<file path="src/hw/adcs_pkg.sv">
// constants, field layout and state type of the converter sequencer
// assumes a single 250 MHz clock that also stands for the oscillator
package adcs_pkg;
   localparam int RES_BITS = 10;
   localparam int TAD_PER_CONV = 12;
   // one instruction cycle is four oscillator periods
   localparam int TCY_CLKS = 4;
   localparam logic [1:0] TCY_LAST = 2'(TCY_CLKS - 1);
   localparam logic [3:0] TAD_PER_CONV_W = 4'(TAD_PER_CONV);

   // register byte offsets
   localparam logic [7:0] OFF_CTRL0 = 8'h00;
   localparam logic [7:0] OFF_CTRL1 = 8'h04;
   localparam logic [7:0] OFF_RES_HI = 8'h08;
   localparam logic [7:0] OFF_RES_LO = 8'h0c;
   localparam logic [7:0] OFF_ANA_MASK = 8'h10;
   localparam logic [7:0] OFF_PORT = 8'h14;
   localparam logic [7:0] OFF_FLAG = 8'h18;

   // field positions
   localparam int CTRL0_POWER = 0;
   localparam int CTRL0_GO = 2;
   localparam int CTRL0_CHS_LSB = 3;
   localparam int CTRL0_CLK_LSB = 6;
   localparam int CTRL1_CS2 = 6;
   localparam int CTRL1_JUST = 7;
   localparam int FLAG_DONE = 0;

   // values after reset
   localparam logic [7:0] CTRL0_RST = 8'h00;
   localparam logic [7:0] CTRL1_RST = 8'h00;
   localparam logic [7:0] ANA_MASK_RST = 8'hff;
   localparam logic [7:0] RESULT_RST = 8'h00;

   localparam logic [1:0] CLK_LOW_RC = 2'h3;
   localparam logic [9:0] SAR_MSB = 10'h200;

   typedef enum logic [2:0] {ST_OFF, ST_ACQ, ST_DELAY, ST_SEG1, ST_BITS} adcs_state_t;
endpackage

</file>
<file path="src/hw/adcs_sar_if.sv">
// signals between the sequencer and the successive-approximation engine
// assumes both ends run on the same clock
`timescale 1ns/1ps
interface adcs_sar_if;
   logic start;
   logic tick;
   logic abort;
   logic cmp;
   logic busy;
   logic done;
   logic [9:0] dac;
   logic [9:0] result;
   modport seq (output start, output tick, output abort, output cmp,
                input busy, input done, input dac, input result);
   modport core (input start, input tick, input abort, input cmp,
                 output busy, output done, output dac, output result);
endinterface

</file>
<file path="src/hw/adcs_sar_core.sv">
// successive-approximation engine: one bit decision per tick for ten ticks, result loaded on the eleventh
// assumes the comparator answer is settled when a tick arrives
`timescale 1ns/1ps
module adcs_sar_core (
   // clock and reset
   input wire logic clk,
   input wire logic rst_n,
   // sequencer side
   adcs_sar_if.core sar
);
   logic [9:0] code_q;
   logic [9:0] mask_q;
   logic [9:0] res_q;
   logic busy_q;
   logic fin_q;
   logic done_q;
   logic [9:0] code_kept;
   logic [9:0] mask_nx;
   logic step;

   // a low comparator answer drops the trial bit
   assign code_kept = sar.cmp ? code_q : (code_q & ~mask_q);
   assign mask_nx = mask_q >> 1;
   assign step = busy_q & sar.tick & ~sar.abort;

   always_ff @(posedge clk or negedge rst_n)
   begin
      if (!rst_n)
      begin
         code_q <= 10'h000;
         mask_q <= 10'h000;
         busy_q <= 1'b0;
         fin_q <= 1'b0;
      end
      else if (sar.abort)
      begin
         busy_q <= 1'b0;
         fin_q <= 1'b0;
      end
      else if (sar.start)
      begin
         busy_q <= 1'b1;
         fin_q <= 1'b0;
         code_q <= adcs_pkg::SAR_MSB;
         mask_q <= adcs_pkg::SAR_MSB;
      end
      else if (step && !fin_q)
      begin
         code_q <= code_kept | mask_nx;
         mask_q <= mask_nx;
         fin_q <= mask_q[0];
      end
      else if (step)
      begin
         busy_q <= 1'b0;
         fin_q <= 1'b0;
      end
   end

   always_ff @(posedge clk or negedge rst_n)
   begin
      if (!rst_n)
      begin
         done_q <= 1'b0;
         res_q <= 10'h000;
      end
      else
      begin
         done_q <= step & fin_q;
         if (step && fin_q)
         begin
            res_q <= code_q;
         end
      end
   end

   assign sar.busy = busy_q;
   assign sar.done = done_q;
   assign sar.dac = code_q;
   assign sar.result = res_q;
endmodule

</file>
<file path="src/hw/adcs_top.sv">
// converter sequencer: apb registers, conversion clock, sequencing, results
// assumes apb is clocked by mclk and the rc source arrives as a synchronous tick
// Function
// - a conversion takes twelve bit periods, ten of them with one bit decision each
// - three-bit select gives 2,4,8,16,32,64 oscillator periods or rc
// - port reads give zero on analog pins
// - selected pin is converted whatever its direction
// - sequencing ignores channel select and direction bits
// - clearing go during a conversion aborts it at once
// - an abort leaves the result pair unchanged
// - after an abort a new acquisition starts by itself
// - first segment lasts one full bit period with a divided clock, up to one bit period with rc
// - completion loads the 10-bit result into the 16-bit pair
// - unused six bits of the pair are written as zero
// - with converter off both result bytes are plain storage
// - conversion in sleep only with the rc clock selected
// - rc clock delays conversion start by one instruction cycle
// - sleep completion clears go, loads result, wakes if enabled
// - sleep with non-rc clock aborts and powers down, power bit kept
// - go starts a conversion when powered, cleared by hardware at end
// - completion clears go and sets the done flag with the load
// - justify 1 right-justifies, 0 left-justifies
//
// The register addresses and the APB interface to the registers were chosen for this implementation.
`timescale 1ns/1ps
module adcs_top (
   // clock and reset
   input wire logic mclk,
   input wire logic arst_n,
   // apb slave
   input wire logic psel,
   input wire logic penable,
   input wire logic pwrite,
   input wire logic [7:0] paddr,
   input wire logic [31:0] pwdata,
   output logic [31:0] prdata,
   output logic pready,
   output logic pslverr,
   // analog front end
   input wire logic cmp_above,
   input wire logic rc_tick,
   output logic [9:0] dac_code,
   output logic [2:0] chan_sel,
   output logic track_en,
   output logic conv_power,
   // port pins
   input wire logic [7:0] pin_level,
   // processor state
   input wire logic sleep_mode,
   input wire logic done_irq_enable,
   output logic wake_req,
   output logic conversion_done_flag
);
   logic rst_meta_q;
   logic rst_n;
   adcs_pkg::adcs_state_t st_q;
   adcs_pkg::adcs_state_t st_d;
   logic [1:0] clk_low_q;
   logic [2:0] chs_q;
   logic power_q;
   logic go_q;
   logic go_d;
   logic just_q;
   logic cs2_q;
   logic [7:0] ana_mask_q;
   logic [7:0] res_hi_q;
   logic [7:0] res_lo_q;
   logic flag_q;
   logic wake_q;
   logic [31:0] prdata_q;
   logic [6:0] presc_q;
   logic [1:0] dly_q;
   adcs_sar_if sar ();

   function automatic logic hit(input logic [7:0] a, input logic [7:0] off);
      hit = (a == off);
   endfunction

   function automatic logic [6:0] tad_div(input logic [2:0] sel);
      case (sel)
         3'h0: tad_div = 7'h02;
         3'h4: tad_div = 7'h04;
         3'h1: tad_div = 7'h08;
         3'h5: tad_div = 7'h10;
         3'h2: tad_div = 7'h20;
         3'h6: tad_div = 7'h40;
         default: tad_div = 7'h02;
      endcase
   endfunction

   always_ff @(posedge mclk or negedge arst_n)
   begin
      if (!arst_n)
      begin
         rst_meta_q <= 1'b0;
         rst_n <= 1'b0;
      end
      else
      begin
         rst_meta_q <= 1'b1;
         rst_n <= rst_meta_q;
      end
   end

   // bus decode
   wire setup_ph = psel & ~penable;
   wire acc_wr = psel & penable & pwrite;
   wire addr_ok = hit(paddr, adcs_pkg::OFF_CTRL0) | hit(paddr, adcs_pkg::OFF_CTRL1) |
                  hit(paddr, adcs_pkg::OFF_RES_HI) | hit(paddr, adcs_pkg::OFF_RES_LO) |
                  hit(paddr, adcs_pkg::OFF_ANA_MASK) | hit(paddr, adcs_pkg::OFF_PORT) |
                  hit(paddr, adcs_pkg::OFF_FLAG);
   wire wr_ctrl0 = acc_wr & hit(paddr, adcs_pkg::OFF_CTRL0);
   wire wr_ctrl1 = acc_wr & hit(paddr, adcs_pkg::OFF_CTRL1);
   wire wr_hi = acc_wr & hit(paddr, adcs_pkg::OFF_RES_HI);
   wire wr_lo = acc_wr & hit(paddr, adcs_pkg::OFF_RES_LO);
   wire wr_mask = acc_wr & hit(paddr, adcs_pkg::OFF_ANA_MASK);
   wire wr_flag = acc_wr & hit(paddr, adcs_pkg::OFF_FLAG);
   wire go_wdata = pwdata[adcs_pkg::CTRL0_GO];
   wire [2:0] clk_sel = {cs2_q, clk_low_q};
   // only the rc source keeps running in sleep
   wire rc_sel = (clk_low_q == adcs_pkg::CLK_LOW_RC);
   // a non-rc clock powers the converter down in sleep, power bit kept
   wire power_eff = power_q & ~(sleep_mode & ~rc_sel);
   wire in_conv = (st_q == adcs_pkg::ST_SEG1) | (st_q == adcs_pkg::ST_BITS);
   wire running = in_conv | (st_q == adcs_pkg::ST_DELAY);
   // clearing go while running aborts immediately
   // a completion in the same cycle wins over a late abort, so its result still lands
   wire abort_sw = running & ~sar.done & wr_ctrl0 & ~go_wdata;
   wire abort_any = (abort_sw | (running & ~power_eff)) & ~sar.done;
   wire presc_tick = in_conv & (presc_q == tad_div(clk_sel) - 7'h01);
   wire tad_tick = rc_sel ? (in_conv & rc_tick) : presc_tick;
   wire [7:0] port_val = pin_level & ~ana_mask_q;
   wire [9:0] res = sar.result;

   // prescaler held at zero outside a conversion, so each one restarts it
   always_ff @(posedge mclk or negedge rst_n)
   begin
      if (!rst_n)
      begin
         presc_q <= 7'h00;
      end
      else
      begin
         presc_q <= (!in_conv || presc_tick) ? 7'h00 : presc_q + 7'h01;
      end
   end

   // rc start waits one instruction cycle
   always_ff @(posedge mclk or negedge rst_n)
   begin
      if (!rst_n)
      begin
         dly_q <= 2'h0;
      end
      else
      begin
         dly_q <= (st_q == adcs_pkg::ST_DELAY) ? dly_q + 2'h1 : 2'h0;
      end
   end

   // nothing below looks at channel select or pin direction
   always_comb
   begin
      st_d = st_q;
      case (st_q)
         adcs_pkg::ST_OFF: st_d = adcs_pkg::ST_ACQ;
         adcs_pkg::ST_ACQ:
         begin
            if (go_q)
            begin
               st_d = rc_sel ? adcs_pkg::ST_DELAY : adcs_pkg::ST_SEG1;
            end
         end
         adcs_pkg::ST_DELAY:
         begin
            if (dly_q == adcs_pkg::TCY_LAST)
            begin
               st_d = adcs_pkg::ST_SEG1;
            end
         end
         // first segment ends on the first bit-period tick
         adcs_pkg::ST_SEG1:
         begin
            if (tad_tick)
            begin
               st_d = adcs_pkg::ST_BITS;
            end
         end
         adcs_pkg::ST_BITS:
         begin
            if (sar.done)
            begin
               st_d = adcs_pkg::ST_ACQ;
            end
         end
         default: st_d = adcs_pkg::ST_OFF;
      endcase
      // a software abort drops back to acquisition; losing power goes to off instead
      if (abort_sw)
      begin
         st_d = adcs_pkg::ST_ACQ;
      end
      if (!power_eff)
      begin
         st_d = adcs_pkg::ST_OFF;
      end
   end

   // go only takes while already powered; hardware clears it at the end
   always_comb
   begin
      // a write that powers down cannot leave go standing
      go_d = wr_ctrl0 ? (go_wdata & power_q & pwdata[adcs_pkg::CTRL0_POWER]) : go_q;
      // completion clears go together with the load
      if (sar.done || !power_eff)
      begin
         go_d = 1'b0;
      end
   end

   always_ff @(posedge mclk or negedge rst_n)
   begin
      if (!rst_n)
      begin
         st_q <= adcs_pkg::ST_OFF;
         go_q <= 1'b0;
      end
      else
      begin
         st_q <= st_d;
         go_q <= go_d;
      end
   end

   always_ff @(posedge mclk or negedge rst_n)
   begin
      if (!rst_n)
      begin
         clk_low_q <= adcs_pkg::CTRL0_RST[7:6];
         chs_q <= adcs_pkg::CTRL0_RST[5:3];
         power_q <= adcs_pkg::CTRL0_RST[0];
         just_q <= adcs_pkg::CTRL1_RST[7];
         cs2_q <= adcs_pkg::CTRL1_RST[6];
         ana_mask_q <= adcs_pkg::ANA_MASK_RST;
      end
      else
      begin
         if (wr_ctrl0)
         begin
            clk_low_q <= pwdata[adcs_pkg::CTRL0_CLK_LSB +: 2];
            chs_q <= pwdata[adcs_pkg::CTRL0_CHS_LSB +: 3];
            power_q <= pwdata[adcs_pkg::CTRL0_POWER];
         end
         if (wr_ctrl1)
         begin
            just_q <= pwdata[adcs_pkg::CTRL1_JUST];
            cs2_q <= pwdata[adcs_pkg::CTRL1_CS2];
         end
         if (wr_mask)
         begin
            ana_mask_q <= pwdata[7:0];
         end
      end
   end

   // software writes are plain storage; a completion in the same cycle wins
   always_ff @(posedge mclk or negedge rst_n)
   begin
      if (!rst_n)
      begin
         res_hi_q <= adcs_pkg::RESULT_RST;
         res_lo_q <= adcs_pkg::RESULT_RST;
      end
      else if (sar.done)
      begin
         res_hi_q <= just_q ? {6'h00, res[9:8]} : res[9:2];
         res_lo_q <= just_q ? res[7:0] : {res[1:0], 6'h00};
      end
      else
      begin
         if (wr_hi)
         begin
            res_hi_q <= pwdata[7:0];
         end
         if (wr_lo)
         begin
            res_lo_q <= pwdata[7:0];
         end
      end
   end

   // done flag: write one clears, a completion in the same cycle wins
   always_ff @(posedge mclk or negedge rst_n)
   begin
      if (!rst_n)
      begin
         flag_q <= 1'b0;
         wake_q <= 1'b0;
      end
      else
      begin
         flag_q <= sar.done | (flag_q & ~(wr_flag & pwdata[adcs_pkg::FLAG_DONE]));
         // wake only when the interrupt is enabled
         wake_q <= sar.done & sleep_mode & done_irq_enable;
      end
   end

   always_ff @(posedge mclk or negedge rst_n)
   begin
      if (!rst_n)
      begin
         prdata_q <= 32'h0000_0000;
      end
      else if (setup_ph)
      begin
         prdata_q <= 32'h0000_0000;
         if (hit(paddr, adcs_pkg::OFF_CTRL0))
         begin
            prdata_q[7:0] <= {clk_low_q, chs_q, go_q, 1'b0, power_q};
         end
         if (hit(paddr, adcs_pkg::OFF_CTRL1))
         begin
            prdata_q[7:0] <= {just_q, cs2_q, 6'h00};
         end
         if (hit(paddr, adcs_pkg::OFF_RES_HI))
         begin
            prdata_q[7:0] <= res_hi_q;
         end
         if (hit(paddr, adcs_pkg::OFF_RES_LO))
         begin
            prdata_q[7:0] <= res_lo_q;
         end
         if (hit(paddr, adcs_pkg::OFF_ANA_MASK))
         begin
            prdata_q[7:0] <= ana_mask_q;
         end
         if (hit(paddr, adcs_pkg::OFF_PORT))
         begin
            prdata_q[7:0] <= port_val;
         end
         if (hit(paddr, adcs_pkg::OFF_FLAG))
         begin
            prdata_q[adcs_pkg::FLAG_DONE] <= flag_q;
         end
      end
   end

   // twelve bit periods: the first segment plus eleven engine ticks
   assign sar.start = (st_q == adcs_pkg::ST_SEG1) & tad_tick & ~abort_any;
   assign sar.tick = (st_q == adcs_pkg::ST_BITS) & tad_tick;
   assign sar.abort = abort_any;
   assign sar.cmp = cmp_above;

   adcs_sar_core u_core (
      .clk(mclk),
      .rst_n(rst_n),
      .sar(sar)
   );

   assign prdata = prdata_q;
   assign pready = 1'b1;
   assign pslverr = psel & penable & ~addr_ok;
   // the mux takes the selected pin whatever its direction
   assign chan_sel = chs_q;
   assign dac_code = sar.dac;
   assign track_en = (st_q == adcs_pkg::ST_ACQ);
   assign conv_power = power_eff;
   assign wake_req = wake_q;
   assign conversion_done_flag = flag_q;

   // checking helpers
   logic [3:0] tad_cnt_q;
   always_ff @(posedge mclk or negedge rst_n)
   begin
      if (!rst_n)
      begin
         tad_cnt_q <= 4'h0;
      end
      else
      begin
         tad_cnt_q <= !in_conv ? 4'h0 : (tad_tick ? tad_cnt_q + 4'h1 : tad_cnt_q);
      end
   end
endmodule

</file>
<file path="config.mk">
export PLATFORM = sky130hd
export DESIGN_NAME = adcs_top
export DESIGN_NICKNAME = d
export VERILOG_FILES = /design/src/hw/adcs_pkg.sv /design/src/hw/adcs_sar_if.sv /design/src/hw/adcs_sar_core.sv /design/src/hw/adcs_top.sv
export SDC_FILE = /design/constraint.sdc
export NUM_CORES = 1
export LEC_CHECK = 0
export BUFFER_PORTS_ARGS = -buffer_cell sky130_fd_sc_hd__clkbuf_2
export CAP_MARGIN = 20
export CELL_PAD_IN_SITES_DETAIL_PLACEMENT = 2
export CELL_PAD_IN_SITES_GLOBAL_PLACEMENT = 2
export CORE_AREA = 2 2 118 120
export CTS_CLUSTER_DIAMETER = 30
export DETAILED_ROUTE_END_ITERATION = 8
export DIE_AREA = 0 0 120 122
export HOLD_SLACK_MARGIN = 0.08
export PLACE_DENSITY = 0.9
export SETUP_SLACK_MARGIN = 0.5
export SLEW_MARGIN = 20
export SYNTH_ARGS = -nofsm -noshare
export SYNTH_HDL_FRONTEND = slang
export SYNTH_SLANG_ARGS = --single-unit
</file>
<file path="constraint.sdc">
create_clock -name mclk -period 7.05 [get_ports mclk]
set_input_delay 0.705 -clock mclk [delete_from_list [all_inputs] [get_ports mclk]]
set_output_delay 0.705 -clock mclk [all_outputs]
set_load 0.1 [all_outputs]
</file>
==> flow_metrics.env, run 1 <==
export IMPL_crit_path_cell_trace="clkbuf_2, or4_1, nor4_1, o21bai_1, and2_1, and2_0, a22o_1"
export IMPL_grt_pass1_wl_mm=22.3
export IMPL_wl_met3_um=542
export IMPL_hold_ws_ps=131
export IMPL_max_freq_ghz=0.325
export IMPL_synth_area_top_cells="dfrtp_1 (43%), mux2_2 (7.1%), o21ai_0 (5.1%)"
export IMPL_period_minus_slack_ps=3080
export IMPL_drtPass1Iterations=4
export IMPL_fin_area_um2=5410
export IMPL_ant_nets=0
export IMPL_synth_largest_area_cell="dfrtp_1"
export IMPL_syn_area_um2=4750
export IMPL_synth_cell_type_count=62
export IMPL_report_final_setup_viol=0
export IMPL_placedCellCount=688
export IMPL_fin_util=0.401
export IMPL_die_x_um=120
export IMPL_wl_per_cell_um=19.7
export IMPL_cts_tree="yes"
export IMPL_synthArstFlopShare=1.00
export IMPL_die_area_um2=14600
export IMPL_met1_length_mm=5.78
export IMPL_clkLatencyLatePin_ps=340
export IMPL_required_ps=7280
export IMPL_slowest_delay_ps=580
export IMPL_grt_max_degree=89
export IMPL_antenna_found_initial=0
export IMPL_crit_fanout=17
export IMPL_nets=579
export IMPL_post_place_ws_ps=3670
export IMPL_vias_per_cell=5.38
export IMPL_min_path_type="in -> async"
export IMPL_yosysTopAreaCellShare=0.432
export IMPL_drv_cap=0
export IMPL_worstRegToRegCells=7
export IMPL_leakage_nw=2.55
export IMPL_critPathCaptureType="register"
export IMPL_ir_drop_mv=0.123
export IMPL_worstPathArrival_ps=3310
export IMPL_final_cells=705
export IMPL_setup_tns_ps=0
export IMPL_core_area_um2=13500
export IMPL_outcome="complete, no violations"
export IMPL_highest_layer="met4"
export IMPL_avgSynthCellArea_um2=10.0
export IMPL_final_hold_violation_count=0
export IMPL_cts_sinks=90
export IMPL_post_cts_resized=0
export IMPL_wl_mm=13.9
export IMPL_finalCritPeriodShare=0.437
export IMPL_vias=3791
export IMPL_worst_slack_ps=3970
export IMPL_slew_headroom=0.397
export IMPL_post_synth_inst_count=473
export IMPL_cts_path_max_buffers=2
export IMPL_finalMaxSlewViolations=0
export IMPL_yosysMostFrequentCell="dfrtp_1"
export IMPL_root_buffer="clkbuf_16"
export IMPL_fp_dieH_um=122
export IMPL_antenna_cells=0
export IMPL_cts_buffers=9
export IMPL_ios=108
export IMPL_rsz0062_at_grt="no"
export IMPL_yosys_warnings=0
export IMPL_area_growth_pct=13.9
export IMPL_powerDensity_nw_per_um2=210
export IMPL_crit_type="in -> reg"
export IMPL_power_mw=1.13
export IMPL_drc=0
export IMPL_slowest_stage="or4_1"
export IMPL_skew_ps=9.33
export IMPL_portBuffers=58
export IMPL_post_cts_buffers=0
export IMPL_drive_gt1_frac=0.253
export IMPL_drt_initial_drc_count=179
export IMPL_worst_pin_slew_ps=901
export IMPL_grt_pass1_vias=4143
export IMPL_clkTransAtPathRegs_ps=60
export IMPL_cts_hold_buf=0
export IMPL_seq_area_frac_synth=0.476
export IMPL_ys_flop_type="dfrtp_1"
export IMPL_ys_top_cells_by_count="dfrtp_1 (82), o21ai_0 (48), nand2_1 (47), mux2_2 (30), buf_4 (27)"
export IMPL_ys_seq_elements=90
export IMPL_startpoint_type="input pin"
export IMPL_synth_edff_count=0
export IMPL_grt_overflow=0
export IMPL_grt_total_usage=0.197
export IMPL_row_count=43
export IMPL_gp_congestion=0.807
export IMPL_floorplan_initialDensity=0.352
export IMPL_route_met2_wl_mm=7.25
export IMPL_dpl_cell_area_um2=5080
export IMPL_cts_htree_levels=3
export IMPL_dp_hpwl_mm=9.69
## worst max-delay path, delay by kind of cell
| family | cells | cell delay (ps) |
|---|---|---|
| AO/OA/AOI/OAI | 2 | 650 |
| buffers and inverters | 1 | 240 |
| AND/OR/NAND/NOR | 4 | 1710 |
## where the power goes
part           internal, mW  leakage [nW]  total [mW]  switching (mW)
clock network         0.295         0.143       0.494           0.199
registers             0.521          1.21       0.528         0.00716
logic                0.0181          1.20       0.112          0.0942
total                 0.834          2.55        1.13           0.300
## final timing paths
check / start / end / slack [ps]
max in group asynchronous: rst_n / ana_mask_q[4] / 6040
worst max register to register: clk_low_q[0] / u_core.sar.dac[9] / 4100
worst min register to register: rst_n / presc_q[3] / 310
worst min-delay path: arst_n / rst_n / 130
worst max-delay path: paddr[3] / u_core.mask_q[7] / 3970
min in group mclk: rst_meta_q / rst_n / 350
## flip-flops by register name, summed over array words and instances, names as in the netlist, 2 cells and up
name,flops
ana_mask_q,8
chan_sel,3
clk_low_q,2
dly_q,2
prdata,8
presc_q,7
res_hi_q,8
res_lo_q,8
st_q,3
u_core.mask_q,10
u_core.sar.dac,10
u_core.sar.result,10
## routing by layer
layer | track usage | up-vias
li1 | - | 1729
met4 | 0.0941 | 0
met3 | 0.0276 | 25
met1 | 0.237 | 1935
met2 | 0.347 | 102
met5 | 0 | -
## cell families after synthesis
logic type | after synthesis | share of synthesized area
AND/OR/NAND/NOR | 151 | 0.168
AO/OA/AOI/OAI | 122 | 0.162
flip-flops | 90 | 0.476
buffers and inverters | 58 | 0.0716
multiplexers | 42 | 0.105
XOR/XNOR | 6 | 0.0111
adder cells (fa/ha/maj) | 2 | 0.00527
other | 2 | 0.00158
## placed cells by master, fill, tap and decap left out, types with 9 or more instances in the layout
| cell | instances |
|---|---|
| nor2b_1 | 14 |
| clkbuf_2 | 58 |
| a21oi_1 | 24 |
| conb_1 | 26 |
| nand2_1 | 47 |
| clkbuf_16 | 9 |
| a22o_1 | 10 |
| nor2_1 | 22 |
| nor3b_1 | 9 |
| mux2_2 | 30 |
| o21ai_0 | 48 |
| nand3_1 | 14 |
| dfrtp_1 | 81 |
## cell type report
cell class / count / area [um2]
Clock buffer: 14 / 264
Multi-Input combinational cell: 349 / 2250
Fill cell: 1457 / 8090
Clock inverter: 2 / 37.5
Tap cell: 180 / 225
Inverter: 8 / 30.0
Sequential cell: 90 / 2270
Timing Repair Buffer: 62 / 340
No activity file was read; power rests on OpenSTA's default activity.
==> run 2: changes to the inputs <==
- CORE_AREA: 2 2 118 120 -> 2 2 129 131
- DIE_AREA: 0 0 120 122 -> 0 0 131 133
- PLACE_DENSITY: 0.9 -> 0.81
- clock period: 7.05 -> 2.6 ns (I/O delays scaled with it)
==> flow_metrics.env, run 2 (same netlist as run 1, synthesis figures left out) <==
export IMPL_outcome="complete, no violations"
export IMPL_grt_max_degree=65
export IMPL_setup_tns_ps=0
export IMPL_cts_tree="yes"
export IMPL_hold_start="done_irq_enable"
export IMPL_cts_htree_levels=3
export IMPL_cts_path_max_buffers=2
export IMPL_area_growth_pct=30.2
export IMPL_antenna_found_initial=0
export IMPL_rr_endpoint="u_core.mask_q[3]"
export IMPL_die_area_um2=17400
export IMPL_drc=0
export IMPL_hold_depth=2
export IMPL_slowest_delay_ps=620
export IMPL_wl_mm=16.8
export IMPL_slew_headroom=0.570
export IMPL_final_common_cell="dfrtp_1"
export IMPL_layout_common_cells="dfrtp_1 (77), clkbuf_2 (57), nand2_1 (47)"
export IMPL_vias=3992
export IMPL_die_x_um=131
export IMPL_grt_overflow=0
export IMPL_clkTransAtPathRegs_ps=70
export IMPL_row_count=47
export IMPL_max_freq_ghz=0.396
export IMPL_crit_type="reg -> reg"
export IMPL_fp_dieH_um=133
export IMPL_vias_per_cell=5.04
export IMPL_dp_hpwl_mm=10.1
export IMPL_slowest_stage="dfrtp_1"
export IMPL_ant_nets=0
export IMPL_finalMaxSlewViolations=0
export IMPL_worstPathArrival_ps=2760
export IMPL_antenna_cells=0
export IMPL_grt_pass1_vias=4492
export IMPL_final_hold_violation_count=0
export IMPL_cts_sinks=90
export IMPL_worst_pin_slew_ps=641
export IMPL_reg2reg_slack_ps=80
export IMPL_critPathCaptureType="register"
export IMPL_powerDensity_nw_per_um2=524
export IMPL_leakage_nw=2.86
export IMPL_post_place_ws_ps=17.1
export IMPL_finalCritPeriodShare=0.971
export IMPL_report_final_setup_viol=0
export IMPL_core_area_um2=16200
export IMPL_grt_pass1_wl_mm=24.3
export IMPL_cts_buffers=9
export IMPL_skew_ps=9.06
export IMPL_ios=108
export IMPL_nets=626
export IMPL_crit_path_cell_trace="nand2_1, nor2_1, o21ai_0, buf_4, nand2b_2, a22o_1"
export IMPL_power_mw=3.24
export IMPL_cp_startpoint="st_q[0]"
export IMPL_worstReg2RegStart="st_q[0]"
export IMPL_grt_total_usage=0.181
export IMPL_hold_end="wake_req"
export IMPL_rsz0062_at_grt="yes"
export IMPL_clkLatencyLatePin_ps=350
export IMPL_root_buffer="clkbuf_16"
export IMPL_period_minus_slack_ps=2520
export IMPL_wl_per_cell_um=21.2
export IMPL_min_path_type="in -> reg"
export IMPL_worst_slack_ps=75.2
export IMPL_drt_initial_drc_count=172
export IMPL_floorplan_initialDensity=0.294
export IMPL_gp_congestion=0.789
export IMPL_drive_gt1_frac=0.386
export IMPL_crit_fanout=9
export IMPL_drv_cap=0
export IMPL_drtPass1Iterations=4
export IMPL_required_ps=2840
export IMPL_worstRegToRegCells=6
export IMPL_startpoint_type="register"
export IMPL_portBuffers=58
export IMPL_ir_drop_mv=0.316
==> run 2: changes by cell type in the layout (fill, tap and decap cells not counted), sizes merged <==
cell,change
clkbuf,-2
bufinv,+1
clkinvlp,-1
dlygate4sd3,+1
inv,+2
clkinv,+1
buf,+45
==> run 2: stage by stage <==
| step | instances | hold slack [ps] | util | cell area [um2] |
|---|---|---|---|---|
| 2_1_floorplan | 497 | -35.6 | - | 4880 |
| 3_3_place_gp | 747 | 45.8 | 0.329 | 5320 |
| 3_5_place_dp | 747 | 50.1 | 0.329 | 5320 |
| 4_1_cts | 778 | 169 | 0.363 | 5860 |
| 5_1_grt | 792 | 188 | 0.382 | 6180 |
| 6_report | 792 | 178 | 0.382 | 6180 |
==> run 2: cell type report <==
| type | instances | area (um2) |
|---|---|---|
| timing repair buffer | 109 | 781 |
| inverter | 8 | 30.0 |
| fill | 1741 | 9990 |
| clock inverter | 5 | 86.3 |
| tap | 220 | 275 |
| multi-input combinational | 349 | 2500 |
| sequential | 90 | 2270 |
| clock buffer | 11 | 243 |
==> run 2: metal layers <==
| metal | GRT usage | wire, um |
|---|---|---|
| met1 | 0.213 | 6830 |
| met2 | 0.327 | 9150 |
| met3 | 0.0194 | 454 |
| met4 | 0.0757 | 373 |
| met5 | 0 | 0 |
==> run 2: worst max-delay path by stage <==
| stage | endpoint | slack (ps) | depth (start not counted) |
|---|---|---|---|
| 4_1_cts | u_core.sar.result[1] | 230 | 8 |
| 6_report | u_core.mask_q[3] | 80 | 6 |
| 2_1_floorplan | u_core.sar.result[3] | 340 | 8 |
| 3_3_place_gp | u_core.sar.result[1] | 120 | 6 |
| 3_5_place_dp | u_core.sar.result[0] | 20 | 6 |
| 5_1_grt | u_core.mask_q[3] | -40 | 6 |
==> run 2: what timing repair did <==
item                       CTS  global route
hold buffers                 1             0
hold endpoints to repair     2             0
gates resized for setup     39            52
gates cloned                 0             1
buffers inserted            14            13
setup endpoints to repair   37            37
pin swaps                    7            12
==> run 2: power by group <==
part	internal (mW)	switching (mW)
Clock	0.879	0.602
Sequential	1.41	0.0166
Combinational	0.0612	0.268
Total	2.35	0.887
==> run 2: critical path: cells and delay by family, from the launching register on <==
kind / cells / cell delay, ps
simple gates: 3 / 900
flops: 1 / 620
compound gates: 2 / 590
buf+inv: 1 / 290
==> run 3: changes to the inputs <==
- clock period: 2.6 -> 2.1 ns (I/O delays scaled with it)
==> flow_metrics.env, run 3 (same netlist as run 1, synthesis figures left out) <==
export IMPL_outcome="finished with violations"
export IMPL_violations="setup timing"
export IMPL_cts_sinks=90
export IMPL_final_common_cell="dfrtp_1"
export IMPL_hold_depth=2
export IMPL_ios=108
export IMPL_fp_dieH_um=133
export IMPL_drive_gt1_frac=0.452
export IMPL_cts_buffers=9
export IMPL_finalMaxSlewViolations=0
export IMPL_max_freq_ghz=0.404
export IMPL_skew_ps=11.1
export IMPL_vias_per_cell=5.11
export IMPL_drtPass1Iterations=4
export IMPL_wl_per_cell_um=21.8
export IMPL_startpoint_type="register"
export IMPL_root_buffer="clkbuf_16"
export IMPL_clkLatencyLatePin_ps=360
export IMPL_rsz0062_at_grt="yes"
export IMPL_finalCritPeriodShare=1.18
export IMPL_layout_common_cells="dfrtp_1 (77), clkbuf_2 (55), buf_4 (50)"
export IMPL_reg2reg_slack_ps=-380
export IMPL_ir_drop_mv=0.441
export IMPL_period_minus_slack_ps=2480
export IMPL_worst_pin_slew_ps=580
export IMPL_grt_pass1_vias=4555
export IMPL_antenna_cells=0
export IMPL_rr_endpoint="u_core.sar.dac[7]"
export IMPL_critPathCaptureType="register"
export IMPL_fin_util=0.410
export IMPL_leakage_nw=3.01
export IMPL_worstRegToRegCells=13
export IMPL_drv_cap=0
export IMPL_grt_total_usage=0.194
export IMPL_min_path_type="in -> reg"
export IMPL_area_growth_pct=39.7
export IMPL_drt_initial_drc_count=229
export IMPL_dp_hpwl_mm=10.9
export IMPL_antenna_found_initial=0
export IMPL_nets=649
export IMPL_grt_pass1_wl_mm=25.7
export IMPL_clkTransAtPathRegs_ps=70
export IMPL_wl_mm=17.8
export IMPL_crit_type="reg -> reg"
export IMPL_hold_start="done_irq_enable"
export IMPL_grt_max_degree=45
export IMPL_core_area_um2=16200
export IMPL_vias=4165
export IMPL_worstPathArrival_ps=2770
export IMPL_powerDensity_nw_per_um2=610
export IMPL_cts_path_max_buffers=2
export IMPL_die_area_um2=17400
export IMPL_report_final_setup_viol=37
export IMPL_cts_tree="yes"
export IMPL_die_x_um=131
export IMPL_required_ps=2390
export IMPL_worst_slack_ps=-376
export IMPL_hold_end="wake_req"
export IMPL_gp_congestion=0.804
export IMPL_grt_overflow=0
export IMPL_ant_nets=0
export IMPL_portBuffers=58
export IMPL_cts_htree_levels=3
export IMPL_floorplan_initialDensity=0.294
export IMPL_slew_headroom=0.610
export IMPL_drc=0
export IMPL_final_hold_violation_count=0
export IMPL_hold_ws_ps=102
export IMPL_worstReg2RegStart="clk_low_q[1]"
export IMPL_row_count=47
export IMPL_crit_fanout=8
## run 3: changes by cell type in the layout (fill, tap and decap cells not counted), sizes merged
cell,previous run,this run
a41oi,1,2
and4bb,1,2
buf,49,72
clkbuf,70,66
clkinv,1,3
clkinvlp,0,1
inv,10,9
## run 3: worst max-delay path by stage
stage | from | slack (ps) | endpoint
floorplan | clk_low_q[1] | -160 | u_core.sar.result[3]
global placement | clk_low_q[1] | -230 | u_core.sar.result[1]
detailed placement | clk_low_q[1] | -370 | u_core.sar.result[1]
CTS | clk_low_q[0] | -310 | u_core.sar.dac[9]
global route | clk_low_q[1] | -450 | u_core.sar.dac[7]
finish | clk_low_q[1] | -380 | u_core.sar.dac[7]
## run 3: critical path: stages (launching register included)
cell	delay (ps)
dfrtp_2	450
buf_6	130
buf_6	110
nor3_4	180
o21ai_1	100
o211a_1	170
buf_6	130
buf_6	110
o41ai_4	340
buf_6	220
buf_8	150
buf_12	110
o211ai_1	100
nand2_1	100
## run 3: area by class of cell
cell class,count,area [um2]
Timing Repair Buffer,130,988
Sequential cell,90,2270
Clock buffer,9,225
Multi-Input combinational cell,351,2740
Fill cell,1702,9530
Clock inverter,7,100
Tap cell,220,275
Inverter,8,33.8
## run 3: metrics by stage
stage / std cells / setup slack (ps) / area [um2] / setup TNS [ps] / power, mW
detailed placement: 774 / -366 / 5610 / -7700 / 2.21
finish: 815 / -376 / 6640 / -9690 / 4.05
global route: 815 / -450 / 6640 / -13430 / 4.18
global placement: 774 / -233 / 5610 / -3150 / 2.20
CTS: 799 / -314 / 6220 / -4000 / 4.05
floorplan: 497 / -160 / 5000 / -1450 / 2.15
## run 3: repair_timing
item | in CTS | in global routing
resized for setup | 65 | 61
setup endpoints to repair | 51 | 73
hold buffers | 1 | 0
setup buffers | 7 | 15
endpoints found under the hold margin | 2 | 0
pin swaps | 15 | 34
gates cloned | 1 | 1
## run 3: power by group
part	internal [mW]	switching (mW)
logic	0.0914	0.352
registers	1.75	0.0197
clock network	1.06	0.783
## run 3: per-layer routing
layer	part of all wire	track usage	vias up
met5	0	0	-
met4	0.023	0.0898	0
met3	0.028	0.0222	27
met2	0.54	0.346	102
met1	0.41	0.229	2156
li1	-	-	1880
